--- src/ovr_map.vh ---
`ifndef OVR_MAP_VH
`define OVR_MAP_VH

// register byte addresses
`define ADDR_CTRL 12'h000
`define ADDR_THRESH 12'h004
`define ADDR_OVR_CFG 12'h008
`define ADDR_INSEL 12'h00C
`define ADDR_CAL 12'h010
`define ADDR_IRQ_STATUS 12'h014
`define ADDR_IRQ_CLEAR 12'h018
`define ADDR_IRQ_ENABLE 12'h01C
`define ADDR_FLAGS 12'h020

// offset trims: register indices, byte address is four times the index
`define IDX_TRIM_FIRST 10'h344
`define IDX_TRIM_LAST 10'h34A

// trim slots counted up from the first index
`define TRIM_A_ZERO 3'h0
`define TRIM_A_NINETY 3'h2
`define TRIM_B 3'h4

// field positions
`define CTRL_MODE_LSB 0
`define THR_HIGH_LSB 0
`define THR_LOW_LSB 8
`define PULSE_LENGTH_SETTING_LSB 0
`define INSEL_PEND_LSB 0
`define INSEL_ACT_LSB 4
`define CAL_START_BIT 0
`define CAL_FG_BIT 1
`define FLAGS_DES_BIT 4

// output mode bits
`define MODE_SINGLE_BIT 0
`define MODE_COMPLEX_BIT 1

// input select codes
`define INSEL_A 2'h0
`define INSEL_B 2'h1
`define INSEL_DUAL 2'h2

// reset values
`define RST_MODE 2'h0
`define RST_THR_HIGH 8'hE4
`define RST_THR_LOW 8'h40
`define RST_PULSE_LENGTH_SETTING 3'h0
`define RST_INSEL 2'h0
`define RST_FG 1'b1
`define RST_TRIM 8'h00

// timing counts
`define FLAG_MIN_CYCLES 11'h008
`define WIN_MIN_SAMPLES 8'h01

`endif

--- src/ovr_stretch.v ---
`timescale 1ns/1ps
`default_nettype none
`include "ovr_map.vh"

module ovr_stretch (
  // clock and control
  input wire ref_clk,
  input wire sys_rst,
  input wire clk_en,
  // detection and length
  input wire hit,
  input wire [2:0] pulse_length_setting,
  // stretched flag
  output reg flag
);

  reg [9:0] cnt;
  wire [10:0] len_m1;

  assign len_m1 = (`FLAG_MIN_CYCLES << pulse_length_setting) - 11'h001;

  always @(posedge ref_clk) begin
    if (sys_rst) begin
      flag <= 1'b0;
      cnt <= 10'h000;
    end else if (clk_en) begin
      if (hit) begin
        flag <= 1'b1;
        cnt <= len_m1[9:0];
      end else if (cnt != 10'h000) begin
        cnt <= cnt - 10'h001;
      end else begin
        flag <= 1'b0;
      end
    end
  end

endmodule
`default_nettype wire

--- src/adc_overrange_detector.v ---
// Added by the designer: the address map and the AHB-Lite register port.
`timescale 1ns/1ps
`default_nettype none
`include "ovr_map.vh"

module adc_overrange_detector (
  // clock, reset, freeze
  input wire ref_clk,
  input wire sys_rst,
  input wire clk_en,
  // ahb-lite slave
  input wire hsel,
  input wire [31:0] haddr,
  input wire [1:0] htrans,
  input wire hwrite,
  input wire [2:0] hsize,
  input wire [31:0] hwdata,
  input wire hready,
  output reg hreadyout,
  output reg [31:0] hrdata,
  output reg hresp,
  // converter samples, two's complement
  input wire [11:0] in_a_sample,
  input wire [11:0] in_b_sample,
  // complex decimator samples
  input wire [15:0] ddc_i_a,
  input wire [15:0] ddc_q_a,
  input wire [15:0] ddc_i_b,
  input wire [15:0] ddc_q_b,
  // overrange flags
  output wire flag_out_a0,
  output wire flag_out_a1,
  output wire flag_out_b0,
  output wire flag_out_b1,
  // core samples and output data
  output reg [11:0] core_a_sample,
  output reg [11:0] core_b_sample,
  output reg [15:0] out_i_a,
  output reg [15:0] out_q_a,
  output reg [15:0] out_i_b,
  output reg [15:0] out_q_b,
  // converter control
  output reg both_edge_sampling,
  output reg cal_start,
  output reg [7:0] core_a_offset_trim,
  output reg [7:0] core_b_offset_trim,
  // interrupt
  output reg irq
);

  function [7:0] mag8;
    input [11:0] s;
    reg [11:0] neg;
    begin
      neg = ~s + 12'h001;
      if (s == 12'h800)
        mag8 = 8'hFF;
      else if (s[11])
        mag8 = neg[10:3];
      else
        mag8 = s[10:3];
    end
  endfunction

  function is_single;
    input [1:0] m;
    begin
      is_single = m[`MODE_SINGLE_BIT];
    end
  endfunction

  function is_complex;
    input [1:0] m;
    begin
      is_complex = m[`MODE_COMPLEX_BIT];
    end
  endfunction

  function trim_hit;
    input [11:0] a;
    begin
      trim_hit = (a[11:2] >= `IDX_TRIM_FIRST) && (a[11:2] <= `IDX_TRIM_LAST);
    end
  endfunction

  reg [1:0] output_mode_setting;
  reg [7:0] high_threshold;
  reg [7:0] low_threshold;
  reg [2:0] pulse_length_setting;
  reg [1:0] sel_pending;
  reg [1:0] sel_active;
  reg fg_mode;
  reg [7:0] trim [0:6];
  reg [3:0] irq_status;
  reg [3:0] irq_enable;
  reg [3:0] flag_q;
  reg dp_pend;
  reg dp_write;
  reg [11:0] dp_addr;
  reg [11:0] next_core_a;
  reg [11:0] next_core_b;
  reg [31:0] rd_data;
  reg [3:0] next_status;
  wire single;
  wire addr_ph;
  wire wr;
  wire [9:0] tdiff;
  wire [2:0] tidx;
  wire [3:0] hit;
  wire [3:0] flag_w;
  wire [3:0] wr_clr;
  wire [1:0] emb_hi;
  wire [1:0] emb_lo;
  wire a_from_b;
  wire b_from_b;
  integer k;

  assign single = is_single(output_mode_setting);
  assign addr_ph = hsel & htrans[1] & hready;
  assign wr = dp_pend & dp_write;
  assign tdiff = dp_addr[11:2] - `IDX_TRIM_FIRST;
  assign tidx = tdiff[2:0];

  always @* begin
    next_core_a = in_a_sample;
    next_core_b = in_b_sample;
    // input selection only in single mode; per-core inputs otherwise
    if (single) begin
      case (sel_active)
        `INSEL_B: begin
          next_core_a = in_b_sample;
          next_core_b = in_b_sample;
        end
        `INSEL_DUAL: begin
          next_core_a = in_a_sample;
          next_core_b = in_b_sample;
        end
        default: begin
          next_core_a = in_a_sample;
          next_core_b = in_a_sample;
        end
      endcase
    end
  end

  always @(posedge ref_clk) begin
    if (sys_rst) begin
      core_a_sample <= 12'h000;
      core_b_sample <= 12'h000;
      both_edge_sampling <= 1'b0;
    end else if (clk_en) begin
      core_a_sample <= next_core_a;
      core_b_sample <= next_core_b;
      both_edge_sampling <= single;
    end
  end

  assign hit[0] = mag8(core_a_sample) >= high_threshold;
  assign hit[1] = mag8(core_a_sample) >= low_threshold;
  assign hit[2] = mag8(core_b_sample) >= high_threshold;
  assign hit[3] = mag8(core_b_sample) >= low_threshold;

  genvar g;
  generate
    for (g = 0; g < 4; g = g + 1) begin : stretch
      ovr_stretch u_stretch (
        .ref_clk(ref_clk),
        .sys_rst(sys_rst),
        .clk_en(clk_en),
        .hit(hit[g]),
        .pulse_length_setting(pulse_length_setting),
        .flag(flag_w[g])
      );
    end
  endgenerate

  // receiver ORs a and b flags in single mode
  assign flag_out_a0 = flag_w[0];
  assign flag_out_a1 = flag_w[1];
  assign flag_out_b0 = flag_w[2];
  assign flag_out_b1 = flag_w[3];

  // embedded status windows, one per channel
  generate
    for (g = 0; g < 2; g = g + 1) begin : mon
      reg [7:0] cnt;
      reg acc_hi;
      reg acc_lo;
      reg lat_hi;
      reg lat_lo;
      wire ch_hi;
      wire ch_lo;
      wire [8:0] sum;
      wire [7:0] period;
      // single mode: both cores are one channel
      assign ch_hi = single ? (hit[0] | hit[2]) : hit[2 * g];
      assign ch_lo = single ? (hit[1] | hit[3]) : hit[2 * g + 1];
      // two samples per clock in single mode
      assign sum = {1'b0, cnt} + (single ? 9'h002 : 9'h001);
      assign period = `WIN_MIN_SAMPLES << pulse_length_setting;
      always @(posedge ref_clk) begin
        if (sys_rst) begin
          cnt <= 8'h00;
          acc_hi <= 1'b0;
          acc_lo <= 1'b0;
          lat_hi <= 1'b0;
          lat_lo <= 1'b0;
        end else if (clk_en) begin
          if (sum >= {1'b0, period}) begin
            cnt <= 8'h00;
            lat_hi <= acc_hi | ch_hi;
            lat_lo <= acc_lo | ch_lo;
            acc_hi <= 1'b0;
            acc_lo <= 1'b0;
          end else begin
            cnt <= sum[7:0];
            acc_hi <= acc_hi | ch_hi;
            acc_lo <= acc_lo | ch_lo;
          end
        end
      end
      assign emb_hi[g] = lat_hi | acc_hi;
      assign emb_lo[g] = lat_lo | acc_lo;
    end
  endgenerate

  always @(posedge ref_clk) begin
    if (sys_rst) begin
      out_i_a <= 16'h0000;
      out_q_a <= 16'h0000;
      out_i_b <= 16'h0000;
      out_q_b <= 16'h0000;
    end else if (clk_en) begin
      if (is_complex(output_mode_setting)) begin
        out_i_a <= {ddc_i_a[15:1], emb_hi[0]};
        out_q_a <= {ddc_q_a[15:1], emb_lo[0]};
        out_i_b <= {ddc_i_b[15:1], emb_hi[1]};
        out_q_b <= {ddc_q_b[15:1], emb_lo[1]};
      end else begin
        out_i_a <= ddc_i_a;
        out_q_a <= ddc_q_a;
        out_i_b <= ddc_i_b;
        out_q_b <= ddc_q_b;
      end
    end
  end

  // ahb: one wait state so read data leaves a flop
  always @(posedge ref_clk) begin
    if (sys_rst) begin
      hreadyout <= 1'b1;
      hresp <= 1'b0;
      hrdata <= 32'h00000000;
      dp_pend <= 1'b0;
      dp_write <= 1'b0;
      dp_addr <= 12'h000;
    end else if (clk_en) begin
      if (dp_pend) begin
        dp_pend <= 1'b0;
        hreadyout <= 1'b1;
        if (!dp_write)
          hrdata <= rd_data;
      end else if (addr_ph) begin
        dp_pend <= 1'b1;
        dp_write <= hwrite;
        dp_addr <= haddr[11:0];
        hreadyout <= 1'b0;
      end
    end
  end

  always @* begin
    rd_data = 32'h00000000;
    if (dp_addr == `ADDR_CTRL) begin
      rd_data[`CTRL_MODE_LSB +: 2] = output_mode_setting;
    end else if (dp_addr == `ADDR_THRESH) begin
      rd_data[`THR_HIGH_LSB +: 8] = high_threshold;
      rd_data[`THR_LOW_LSB +: 8] = low_threshold;
    end else if (dp_addr == `ADDR_OVR_CFG) begin
      rd_data[`PULSE_LENGTH_SETTING_LSB +: 3] = pulse_length_setting;
    end else if (dp_addr == `ADDR_INSEL) begin
      rd_data[`INSEL_PEND_LSB +: 2] = sel_pending;
      rd_data[`INSEL_ACT_LSB +: 2] = sel_active;
    end else if (dp_addr == `ADDR_CAL) begin
      rd_data[`CAL_FG_BIT] = fg_mode;
    end else if (dp_addr == `ADDR_IRQ_STATUS) begin
      rd_data[3:0] = irq_status;
    end else if (dp_addr == `ADDR_IRQ_ENABLE) begin
      rd_data[3:0] = irq_enable;
    end else if (dp_addr == `ADDR_FLAGS) begin
      rd_data[3:0] = flag_w;
      rd_data[`FLAGS_DES_BIT] = both_edge_sampling;
    end else if (trim_hit(dp_addr)) begin
      rd_data[7:0] = trim[tidx];
    end
  end

  always @(posedge ref_clk) begin
    if (sys_rst) begin
      output_mode_setting <= `RST_MODE;
      high_threshold <= `RST_THR_HIGH;
      low_threshold <= `RST_THR_LOW;
      pulse_length_setting <= `RST_PULSE_LENGTH_SETTING;
      sel_pending <= `RST_INSEL;
      sel_active <= `RST_INSEL;
      fg_mode <= `RST_FG;
      cal_start <= 1'b0;
      irq_enable <= 4'h0;
      for (k = 0; k < 7; k = k + 1)
        trim[k] <= `RST_TRIM;
    end else if (clk_en) begin
      cal_start <= 1'b0;
      if (wr) begin
        if (dp_addr == `ADDR_CTRL) begin
          output_mode_setting <= hwdata[`CTRL_MODE_LSB +: 2];
        end else if (dp_addr == `ADDR_THRESH) begin
          high_threshold <= hwdata[`THR_HIGH_LSB +: 8];
          low_threshold <= hwdata[`THR_LOW_LSB +: 8];
        end else if (dp_addr == `ADDR_OVR_CFG) begin
          pulse_length_setting <= hwdata[`PULSE_LENGTH_SETTING_LSB +: 3];
        end else if (dp_addr == `ADDR_INSEL) begin
          sel_pending <= hwdata[`INSEL_PEND_LSB +: 2];
        end else if (dp_addr == `ADDR_CAL) begin
          fg_mode <= hwdata[`CAL_FG_BIT];
          if (hwdata[`CAL_START_BIT]) begin
            cal_start <= 1'b1;
            sel_active <= sel_pending;
          end
        end else if (dp_addr == `ADDR_IRQ_ENABLE) begin
          irq_enable <= hwdata[3:0];
        end else if (trim_hit(dp_addr) && fg_mode) begin
          trim[tidx] <= hwdata[7:0];
        end
      end
    end
  end

  // core sources, for trim selection
  assign a_from_b = single && (sel_active == `INSEL_B);
  // code 3 behaves as input A, so only B, dual and per-core pick the B trim
  assign b_from_b = !single || (sel_active == `INSEL_B) ||
    (sel_active == `INSEL_DUAL);

  // software keeps a and b trims matched
  always @(posedge ref_clk) begin
    if (sys_rst) begin
      core_a_offset_trim <= `RST_TRIM;
      core_b_offset_trim <= `RST_TRIM;
    end else if (clk_en) begin
      if (!fg_mode) begin
        core_a_offset_trim <= `RST_TRIM;
        core_b_offset_trim <= `RST_TRIM;
      end else begin
        core_a_offset_trim <= trim[(single ? `TRIM_A_NINETY : `TRIM_A_ZERO)
          + {2'h0, a_from_b}];
        core_b_offset_trim <= trim[`TRIM_B + {2'h0, b_from_b}];
      end
    end
  end

  // sticky flag-rise events; a rise beats a clear
  assign wr_clr = (wr && dp_addr == `ADDR_IRQ_CLEAR) ? hwdata[3:0] : 4'h0;

  always @* begin
    next_status = (irq_status & ~wr_clr) | (flag_w & ~flag_q);
  end

  always @(posedge ref_clk) begin
    if (sys_rst) begin
      flag_q <= 4'h0;
      irq_status <= 4'h0;
      irq <= 1'b0;
    end else if (clk_en) begin
      flag_q <= flag_w;
      irq_status <= next_status;
      irq <= |(next_status & irq_enable);
    end
  end

endmodule
`default_nettype wire

--- config.mk ---
export PLATFORM = sky130hd
export DESIGN_NAME = adc_overrange_detector
export DESIGN_NICKNAME = d
export VERILOG_FILES = /design/src/ovr_stretch.v /design/src/adc_overrange_detector.v
export VERILOG_INCLUDE_DIRS = /design/src
export SDC_FILE = /design/constraint.sdc
export NUM_CORES = 1
export LEC_CHECK = 0
export BUFFER_PORTS_ARGS = -buffer_cell sky130_fd_sc_hd__buf_4
export CAP_MARGIN = 10
export CORE_MARGIN = 4
export CORE_UTILIZATION = 39
export CTS_CLUSTER_DIAMETER = 80
export DETAILED_ROUTE_END_ITERATION = 8
export PLACE_DENSITY = 0.59
export SLEW_MARGIN = 15
export SYNTH_ARGS = -nofsm -noshare
export SYNTH_HDL_FRONTEND = slang
export SYNTH_SLANG_ARGS = --single-unit
export TNS_END_PERCENT = 50
--- constraint.sdc ---
create_clock -name ref_clk -period 3.6 [get_ports ref_clk]
set_clock_uncertainty 0.2 [all_clocks]
set_input_delay 0.36 -clock ref_clk [delete_from_list [all_inputs] [get_ports ref_clk]]
set_output_delay 0.36 -clock ref_clk [all_outputs]
set_load 0.005 [all_outputs]
=== After elaboration in Yosys (flattened, before gate mapping) ===
Memory sizes are Yosys's and may differ from the RTL's.
Index checks and enable logic that the tools add are counted.

* Memories: 1
* Memory bits (writable): 56
* Word-level logic and storage cells: 261
* Flip-flop bits (word level): 244

{| class="wikitable"
|+ Memory list
! memory !! depth !! width !! rd ports !! clocked after memory_dff !! write ports !! RTL line !! source
|-
| trim || 7 || 8 || 3 || 0 || 7 || adc_overrange_detector.v:93 || <nowiki>reg [7:0] trim [0:6];</nowiki>
|}

* Shift operators: 2
* Magnitude comparators: 8
* Bitwise operators: 28
* Muxes and demuxes: 110
* Equal/unequal tests: 16
* Reduce and logical (&&, ||, !) cells: 40
* $add $sub $neg: 12

{| class="wikitable"
|+ Operator list
! kind !! count
|-
| $mux 8 || 20
|-
| $mux 10 || 8
|-
| $sub 10x1->10 const B || 5
|-
| $eq 12x5->1 const B || 4
|-
| $mux 12 || 4
|-
| $mux 1 || 47
|-
| $mux 5 || 9
|-
| $mux 4 || 10
|-
| $reduce_bool 10->1 || 4
|-
| $ge 8x8->1 || 4
|-
| $eq 12x12->1 const B || 2
|-
| $eq 12x4->1 const B || 2
|-
| $add 11x1->11 const B || 2
|-
| $not 11->11 || 2
|-
| $reduce_and 2->1 || 11
|-
| $ge 9x8->1 || 2
|-
| $reduce_and 8->1 || 2
|-
| $mux 14 || 1
|-
| $mux 2 || 7
|-
| $and 4x4->4 || 3
|-
| $eq 12x3->1 const B || 1
|-
| $eq 12x6->1 const B || 1
|-
| $logic_not 12->1 || 1
|-
| $ge 10x10->1 const B || 1
|-
| other kinds (30) || 63
|}

=== Logic depth before layout (Yosys ltp) ===
Gate-level depths: netlist of the first run.

* Depth in word-level cells: 31
* Depth in mapped cells: 15
* Depth with buffers taken out: 13

=== Hierarchy ===
Synthesis of the first run repeated with hierarchy kept, for this count alone.

* Cells, all modules: 1780
* Area, all modules: 16339.4 um^2

{| class="wikitable"
|+ By module, submodules not included
! module !! instances !! cells an instance !! area each (um^2)
|-
| adc_overrange_detector || 1 || 1403 || 13165.1
|-
| ovr_stretch at stretch[0].u_stretch ... || 3 || 95 || 804.5
|-
| ovr_stretch at stretch[3].u_stretch || 1 || 92 || 760.7
|}

=== Least setup slack after synthesis of the first run ===
OpenSTA, ideal clock, no wires.

* Kind: register to register
* Start point: register core_b_sample[0]
* End point: register stretch[2].u_stretch.cnt[8]
* Path buffers: 1
* Path slack: -0.331 ns
* Stages on the path, launching flop included: 15
* Arrival: 3.599 ns
* Cells stage by stage: dfxtp_1 > or4_1 > nor4_1 > nand2b_1 > nor3_1 > nand3b_1 > and2_1 > ha_1 > nand2b_1 > a2111oi_0 > and4b_1 > o211ai_1 > clkbuf_1 > a2bb2oi_1 > a21oi_1

* Cells in the longest elaborated chain, start to end: 7
* Elaborated cells on any way between the ends: 9

{| class="wikitable"
|+ RTL lines
! what !! RTL line !! source
|-
| start: declaration || adc_overrange_detector.v:37 || <nowiki>output reg [11:0] core_b_sample,</nowiki>
|-
| start signal: assignment || adc_overrange_detector.v:153 || <nowiki>core_b_sample <= next_core_b;</nowiki>
|-
| $not 11->11 || adc_overrange_detector.v:55 || <nowiki>neg = ~s + 12'h001;</nowiki>
|-
| $add 11x1->11 || adc_overrange_detector.v:55 ||
|-
| $mux 8 || adc_overrange_detector.v:58 || <nowiki>else if (s[11])</nowiki>
|-
| $mux 8 (*) || adc_overrange_detector.v:56 || <nowiki>if (s == 12'h800)</nowiki>
|-
| $ge 8x8->1 (*) || adc_overrange_detector.v:160 || <nowiki>assign hit[2] = mag8(core_b_sample) >= high_threshold;</nowiki>
|-
| $reduce_bool 2->1 (no source line) || -- ||
|-
| $reduce_and 2->1 (no source line) || -- ||
|-
| end signal: assignment || ovr_stretch.v:29 || <nowiki>cnt <= len_m1[9:0];</nowiki>
|-
| end signal: assignment || ovr_stretch.v:31 || <nowiki>cnt <= cnt - 10'h001;</nowiki>
|-
| end: declaration || ovr_stretch.v:17 || <nowiki>reg [9:0] cnt;</nowiki>
|}

Mark *: on every way between the ends. The rest lies on a longest branch, timed or not.
A chain may end at the register's enable or synchronous reset.

=== Worst setup path in the final report of the first run ===
* Start point: register core_b_sample[0]
* End point: register stretch[2].u_stretch.cnt[3]

Same word-level chain as after synthesis.

==> reports/metrics.cfg, run 1 <==
[clock_tree]
cts.htree.levels = 2
cts_tree = yes
clk_path_buf_depth = 3
clock-root-buffer = clkbuf_16
clk_pin_slew_ns = 0.06
clock_latency_ns = 0.55
clock_sinks = 307
numCtsBuffers = 36

[power]
p_leak_nw = 9.08
power_mw = 10.2
power_density_nw_per_um2 = 473
irDropWorstVdd_uv = 281

[sta]
slew-limit-headroom_pct = 34.1
finalMaxSlewViolations = 0
hold_viol = 0
fin_ws_ns = -0.139
post-route-min-period_ns = 3.74
worst_pin_slew_ns = 0.981
rsz0062_at_grt = true
max_freq_mhz = 267
finalCritPeriodShare_pct = 104
setup-violations-final = 19

[setup_path]
criticalPathCategory = reg -> reg
crit_path_top_delay_cell = or4_4
critPathLaunchType = register
cp-end-kind = register
cpPeakStageDelay_ns = 0.55
critical_path.cell_chain = or4_4 > nor4_4 > nand2b_1 > nor3_2 > nand3b_1 > buf_4 > nand2_1 > buf_6 > ha_4 > a2111o_1 > o211ai_1 > buf_4 > nor3_2 > a311o_1
path_max_fanout = 5
required_ns = 3.83
crit_arrival_ns = 3.97

[route]
dr.pass1.iters = 5
drt_iter0_drc = 1019
drc = 0
routed_wl_um = 49300
viasPerCell = 5.32
ant_nets = 0
vias = 14300
wl_per_cell_um = 18.3

[yosys]
ys_ff_latch = 307
synth_area_leaders = dfxtp_1 32%, edfxtp_1 11%, mux2i_1 8.3%
synthCells = 1721
syn_avg_cell_area_um2 = 9.14
async_flop_share_pct = 0
ys_types = 79
synth_area_leader_cell = dfxtp_1
synth_top_area_share_pct = 32.1
synth_most_common_cell = dfxtp_1
synth_ff_type = dfxtp_1
synthTopCellsByCount = 252 x dfxtp_1, 246 x nor2_1, 158 x nand2_1
seq_area_frac_synth_pct = 42.6
yosys_warnings = 0
syn_area_um2 = 15700
synth_edf_count = 55

[grt]
antenna_found_initial = 0
grt_pass1_vias = 13800
grt_overflow_total = 0
grt_usage_pct = 21.5
grt_pass1_wl_um = 76500
grt_start_max_net_pins = 175

[layout]
area_growth_pct = 37.4
fin_nets = 2366
drive_above_1_share_pct = 23.9
layout.cells.non_filler = 2696

[placement]
dp_cells = 2491
port_buffers = 250
dpl.hpwl_um = 33800
gp_congestion = 0.887

[run]
cap_violations = 0

[die]
chipHeight_um = 209
num_rows = 73
die_w_um = 209
die_area_um2 = 43600
ios = 308
initial_core_util_pct = 39.5
core_um2 = 39800

[outcome]
status = complete, but fails checks
violations = setup timing

[min_path]
hold_path.class = in -> reg

==> timing repair <==
action | 4_1_cts | 5_1_grt
cloned | 0 | 0
endpoints found under the setup margin | 49 | 50
hold endpoints to repair | 135 | 0
pin swaps | 19 | 14
resized for setup | 54 | 25
hold buffers | 125 | 0
buffers inserted | 9 | 4
==> placed cells by master (no fill, tap or decap), drive strengths merged, types with 7 or more instances in the layout <==
| master | synthesis | final |
|---|---|---|
| buf | 50 | 355 |
| a2111oi | 7 | 7 |
| inv | 48 | 47 |
| a22oi | 18 | 18 |
| nor4 | 16 | 16 |
| o31ai | 7 | 7 |
| o21ai | 39 | 39 |
| clkbuf | 71 | 57 |
| nand4 | 15 | 15 |
| nand3b | 11 | 11 |
| nand2 | 158 | 158 |
| a21oi | 90 | 90 |
| mux4 | 16 | 16 |
| clkinv | 1 | 8 |
| ha | 59 | 59 |
| a21o | 12 | 12 |
| nand3 | 60 | 60 |
| xnor2 | 12 | 12 |
| nand2b | 14 | 14 |
| dfxtp | 252 | 252 |
| nor2b | 21 | 21 |
| nor3 | 25 | 25 |
| o32ai | 10 | 10 |
| a311oi | 26 | 26 |
| and3 | 14 | 14 |
| dlygate4sd3 | 0 | 125 |
| o21a | 7 | 7 |
| xor2 | 34 | 34 |
| mux2i | 130 | 130 |
| a211oi | 23 | 23 |
| and2 | 53 | 53 |
| conb | 1 | 24 |
| o211ai | 9 | 9 |
| or2 | 11 | 11 |
| edfxtp | 55 | 55 |
| or3 | 7 | 7 |
| a31oi | 16 | 16 |
| nor2 | 246 | 246 |
==> registers in the layout, indices dropped and copies added (netlist names), 3 cells and up <==
| signal | flops |
|---|---|
| high_threshold | 8 |
| pulse_length_setting | 3 |
| low_threshold | 8 |
| flag_q | 4 |
| core_a_sample | 12 |
| irq_enable | 4 |
| stretch.u_stretch.flag | 4 |
| trim | 63 |
| out_i_a | 16 |
| mon.cnt | 16 |
| core_b_offset_trim | 8 |
| out_i_b | 16 |
| dp_addr | 12 |
| irq_status | 4 |
| core_b_sample | 12 |
| hrdata | 16 |
| core_a_offset_trim | 8 |
| out_q_b | 16 |
| stretch.u_stretch.cnt | 40 |
| out_q_a | 16 |
==> layout make-up <==
class                      count  area (µm²)
timing repair buffer         481        4000
clock inverter                10         115
clock buffer                  56        1060
multi-input combinational   1267        8900
tap                          525         657
antenna                        1        2.50
inverter                      49         184
fill                        3542       18200
sequential                   307        6700
==> power by group <==
part	internal [mW]	switching, mW	leakage (nW)
clock network	2.17	1.44	0.566
logic	1.23	1.32	5.89
registers	3.77	0.271	2.63
total	7.18	3.03	9.08
==> final timing paths <==
check,from,endpoint,slack (ns),cells after the start
worst max-delay path,core_b_sample[0],stretch[2].u_stretch.cnt[3],-0.14,14
worst min-delay path,clk_en,flag_q[3],0.05,3
worst max register to register,core_b_sample[0],stretch[2].u_stretch.cnt[3],-0.14,14
worst min register to register,cal_start,cal_start,0.27,2
==> per-layer routing <==
| metal | vias to the layer above | GRT usage, % | share of wire [%] |
|---|---|---|---|
| li1 | 6962 | - | - |
| met1 | 6824 | 29.2 | 43 |
| met2 | 465 | 34.7 | 47 |
| met3 | 93 | 4.32 | 6.5 |
| met4 | 0 | 6.89 | 2.8 |
| met5 | - | 0 | 0 |
==> cells by family (layout without fill, tap and decap cells) <==
kind of cell | after synthesis | in the layout | share of synthesized area (%)
and+or+nand+nor | 669 | 669 | 20.5
AOI/OAI and AO/OA | 316 | 316 | 13.8
DFF | 307 | 307 | 42.6
buffers and inverters | 170 | 596 | 4.73
muxes | 151 | 151 | 10.9
adders and majority gates | 61 | 61 | 4.95
xor gates and xnor gates | 46 | 46 | 2.56
other | 1 | 25 | 0.0238
==> critical path: cells and delay by family, from the launching register on <==
kind / cells / cell delay, ns
buf+inv: 3 / 0.53
simple gates: 7 / 1.37
compound gates: 3 / 1.04
fa+ha+maj: 1 / 0.19
flops: 1 / 0.32
==> metrics by stage <==
step | hold slack [ns] | setup TNS (ns) | area (µm²) | setup WS (ns) | util [%]
floorplan | 0.229 | -0.0711 | 15900 | -0.0655 | -
global placement | 0.239 | -2.43 | 18600 | -0.201 | 46.8
detailed placement | 0.259 | -4.38 | 18600 | -0.198 | 46.8
CTS | 0.0279 | -0.686 | 21400 | -0.118 | 53.9
global route | 0.0423 | -7.56 | 21600 | -0.324 | 54.3
finish | 0.0470 | -0.784 | 21600 | -0.139 | 54.3
Power figures use the tool's default switching activity.
==> run 2: changes to the inputs <==
CAP_MARGIN = 15   (was 10)
SKIP_CTS_REPAIR_TIMING = 1   (was not set)
==> reports/metrics.cfg, run 2 (synthesis gave the netlist of run 1 again) <==
[outcome]
status = complete, but fails checks  ; unchanged
violations = setup timing  ; unchanged

[placement]
port_buffers = 250  ; unchanged
post-place-ws_ns = -0.198  ; unchanged
dp_cells = 2491  ; unchanged
gp_congestion = 0.887  ; unchanged
dpl.hpwl_um = 33800  ; unchanged

[route]
ant_nets = 0  ; unchanged
wl_per_cell_um = 18.3  ; about the same
dr.pass1.iters = 5  ; unchanged
drt_iter0_drc = 1063  ; was 1019
viasPerCell = 5.34  ; was 5.32
drc = 0  ; unchanged
vias = 14400  ; was 14300
routed_wl_um = 49400  ; was 49300 µm

[die]
num_rows = 73  ; unchanged
die_w_um = 209  ; unchanged
chipHeight_um = 209  ; unchanged
die_area_um2 = 43600  ; unchanged
ios = 308  ; unchanged
core_um2 = 39800  ; unchanged
initial_core_util_pct = 39.5  ; unchanged

[clock_tree]
clk_pin_slew_ns = 0.06  ; about the same
clock-root-buffer = clkbuf_16  ; unchanged
cts.htree.levels = 2  ; unchanged
clock_latency_ns = 0.55  ; about the same
clock_sinks = 307  ; unchanged
clk_path_buf_depth = 3  ; unchanged
numCtsBuffers = 36  ; unchanged
cts_tree = yes  ; unchanged

[sta]
whs_ns = 0.00148  ; was 0.0470 ns
slew-limit-headroom_pct = 18.8  ; was 34.1%
post-route-min-period_ns = 3.69  ; was 3.74 ns
rsz0062_at_grt = true  ; unchanged
fin_ws_ns = -0.0948  ; was -0.139 ns
setup-violations-final = 13  ; was 19
worst_pin_slew_ns = 1.22  ; was 0.981 ns
finalMaxSlewViolations = 0  ; unchanged
max_freq_mhz = 271  ; was 267 MHz
finalCritPeriodShare_pct = 103  ; was 104%
hold_viol = 0  ; unchanged

[run]
cap_violations = 0  ; unchanged

[power]
power_density_nw_per_um2 = 475  ; was 473 nW/µm²
p_leak_nw = 9.09  ; was 9.08 nW
irDropWorstVdd_uv = 283  ; was 281 µV
power_mw = 10.3  ; was 10.2 mW

[grt]
grt_start_max_net_pins = 175  ; unchanged
antenna_found_initial = 2  ; was 0
grt_overflow_total = 0  ; unchanged
grt_pass1_wl_um = 72800  ; was 76500 µm
grt_pass1_vias = 12900  ; was 13800
grt_usage_pct = 20.5  ; was 21.5%

[setup_path]
critical_path.cell_chain = or4_4 > nor4_4 > nand2b_1 > nor3_2 > nand3b_1 > and2_4 > ha_4 > nand2b_4 > a2111oi_4 > and4b_2 > o211ai_1 > buf_4 > nor3_1 > a311o_1  ; was or4_4 > nor4_4 > nand2b_1 > nor3_2 > nand3b_1 > buf_4 > nand2_1 > buf_6 > ha_4 > a2111o_1 > o211ai_1 > buf_4 > nor3_2 > a311o_1
crit_arrival_ns = 3.93  ; was 3.97 ns
required_ns = 3.83  ; about the same
cpPeakStageDelay_ns = 0.56  ; was 0.55 ns
critPathLaunchType = register  ; unchanged
criticalPathCategory = reg -> reg  ; unchanged
path_max_fanout = 5  ; unchanged
cp-end-kind = register  ; unchanged
crit_path_top_delay_cell = or4_4  ; unchanged

[layout]
layout.cells.non_filler = 2696  ; unchanged
fin_nets = 2365  ; was 2366
largest_reg_flops = 63  ; unchanged
area_growth_pct = 37.6  ; was 37.4%
drive_above_1_share_pct = 24.1  ; was 23.9%
fill_cells = 3552  ; was 3542
layout_common_cells = 335 x buf_4, 249 x dfxtp_1, 244 x nor2_1, 152 x nand2_1, 130 x mux2i_1  ; was 344 x buf_4, 249 x dfxtp_1, 242 x nor2_1, 150 x nand2_1, 130 x mux2i_1
largestRegisters = trim: 63 flops, stretch.u_stretch.cnt: 40 flops  ; unchanged
final_common_cell = buf_4  ; unchanged
fin_util_pct = 54.3  ; about the same
regMostFlops = trim  ; unchanged

[min_path]
hold_path.class = in -> reg  ; unchanged

run 2: metrics by stage:
| stage | area, µm² | setup TNS [ns] |
|---|---|---|
| floorplan | 15900 | -0.0711 |
| global placement | 18600 | -2.43 |
| detailed placement | 18600 | -4.38 |
| CTS | 19800 | -5.20 |
| global route | 21600 | -6.03 |
| finish | 21600 | -0.471 |
run 2: critical path, delay by kind of cell (launching register included):
| kind | cells | cell delay (ns) |
|---|---|---|
| and+or+nand+nor | 9 | 1.83 |
| buffers and inverters | 1 | 0.17 |
| DFF | 1 | 0.32 |
| AOI/OAI and AO/OA | 3 | 0.87 |
| adders and majority gates | 1 | 0.20 |
run 2: final timing paths:
check | from | endpoint | slack [ns] | depth (start not counted)
min | hwdata[0] | high_threshold[0] | 0.001 | 3
max reg2reg | core_b_sample[0] | stretch[2].u_stretch.cnt[3] | -0.09 | 14
max | core_b_sample[0] | stretch[2].u_stretch.cnt[3] | -0.09 | 14
min reg2reg | cal_start | cal_start | 0.27 | 2
run 2: power by group:
group          internal, mW  leakage (nW)  switching (mW)  total [mW]
registers              3.77          2.63           0.265        4.04
logic                  1.26          5.90            1.36        2.61
clock network          2.17         0.566            1.45        3.62
run 2: area by class of cell:
type	count	area, µm²	area share [%]
Sequential cell	307	6700	31.0
Antenna cell	2	5.00	0.0231
Clock buffer	56	1060	4.89
Inverter	49	184	0.850
Multi-Input combinational cell	1267	8900	41.1
Timing Repair Buffer	480	4020	18.6
Tap cell	525	657	3.04
Clock inverter	10	115	0.532
run 2: routing by layer:
layer / GRT usage (%) / wire length, µm / vias to the layer above
li1: - / - / 6955
met1: 28.4 / 21600 / 6830
met2: 32.5 / 23200 / 508
met3: 4.50 / 3330 / 95
met4: 5.92 / 1300 / 0
met5: 0 / 0 / -
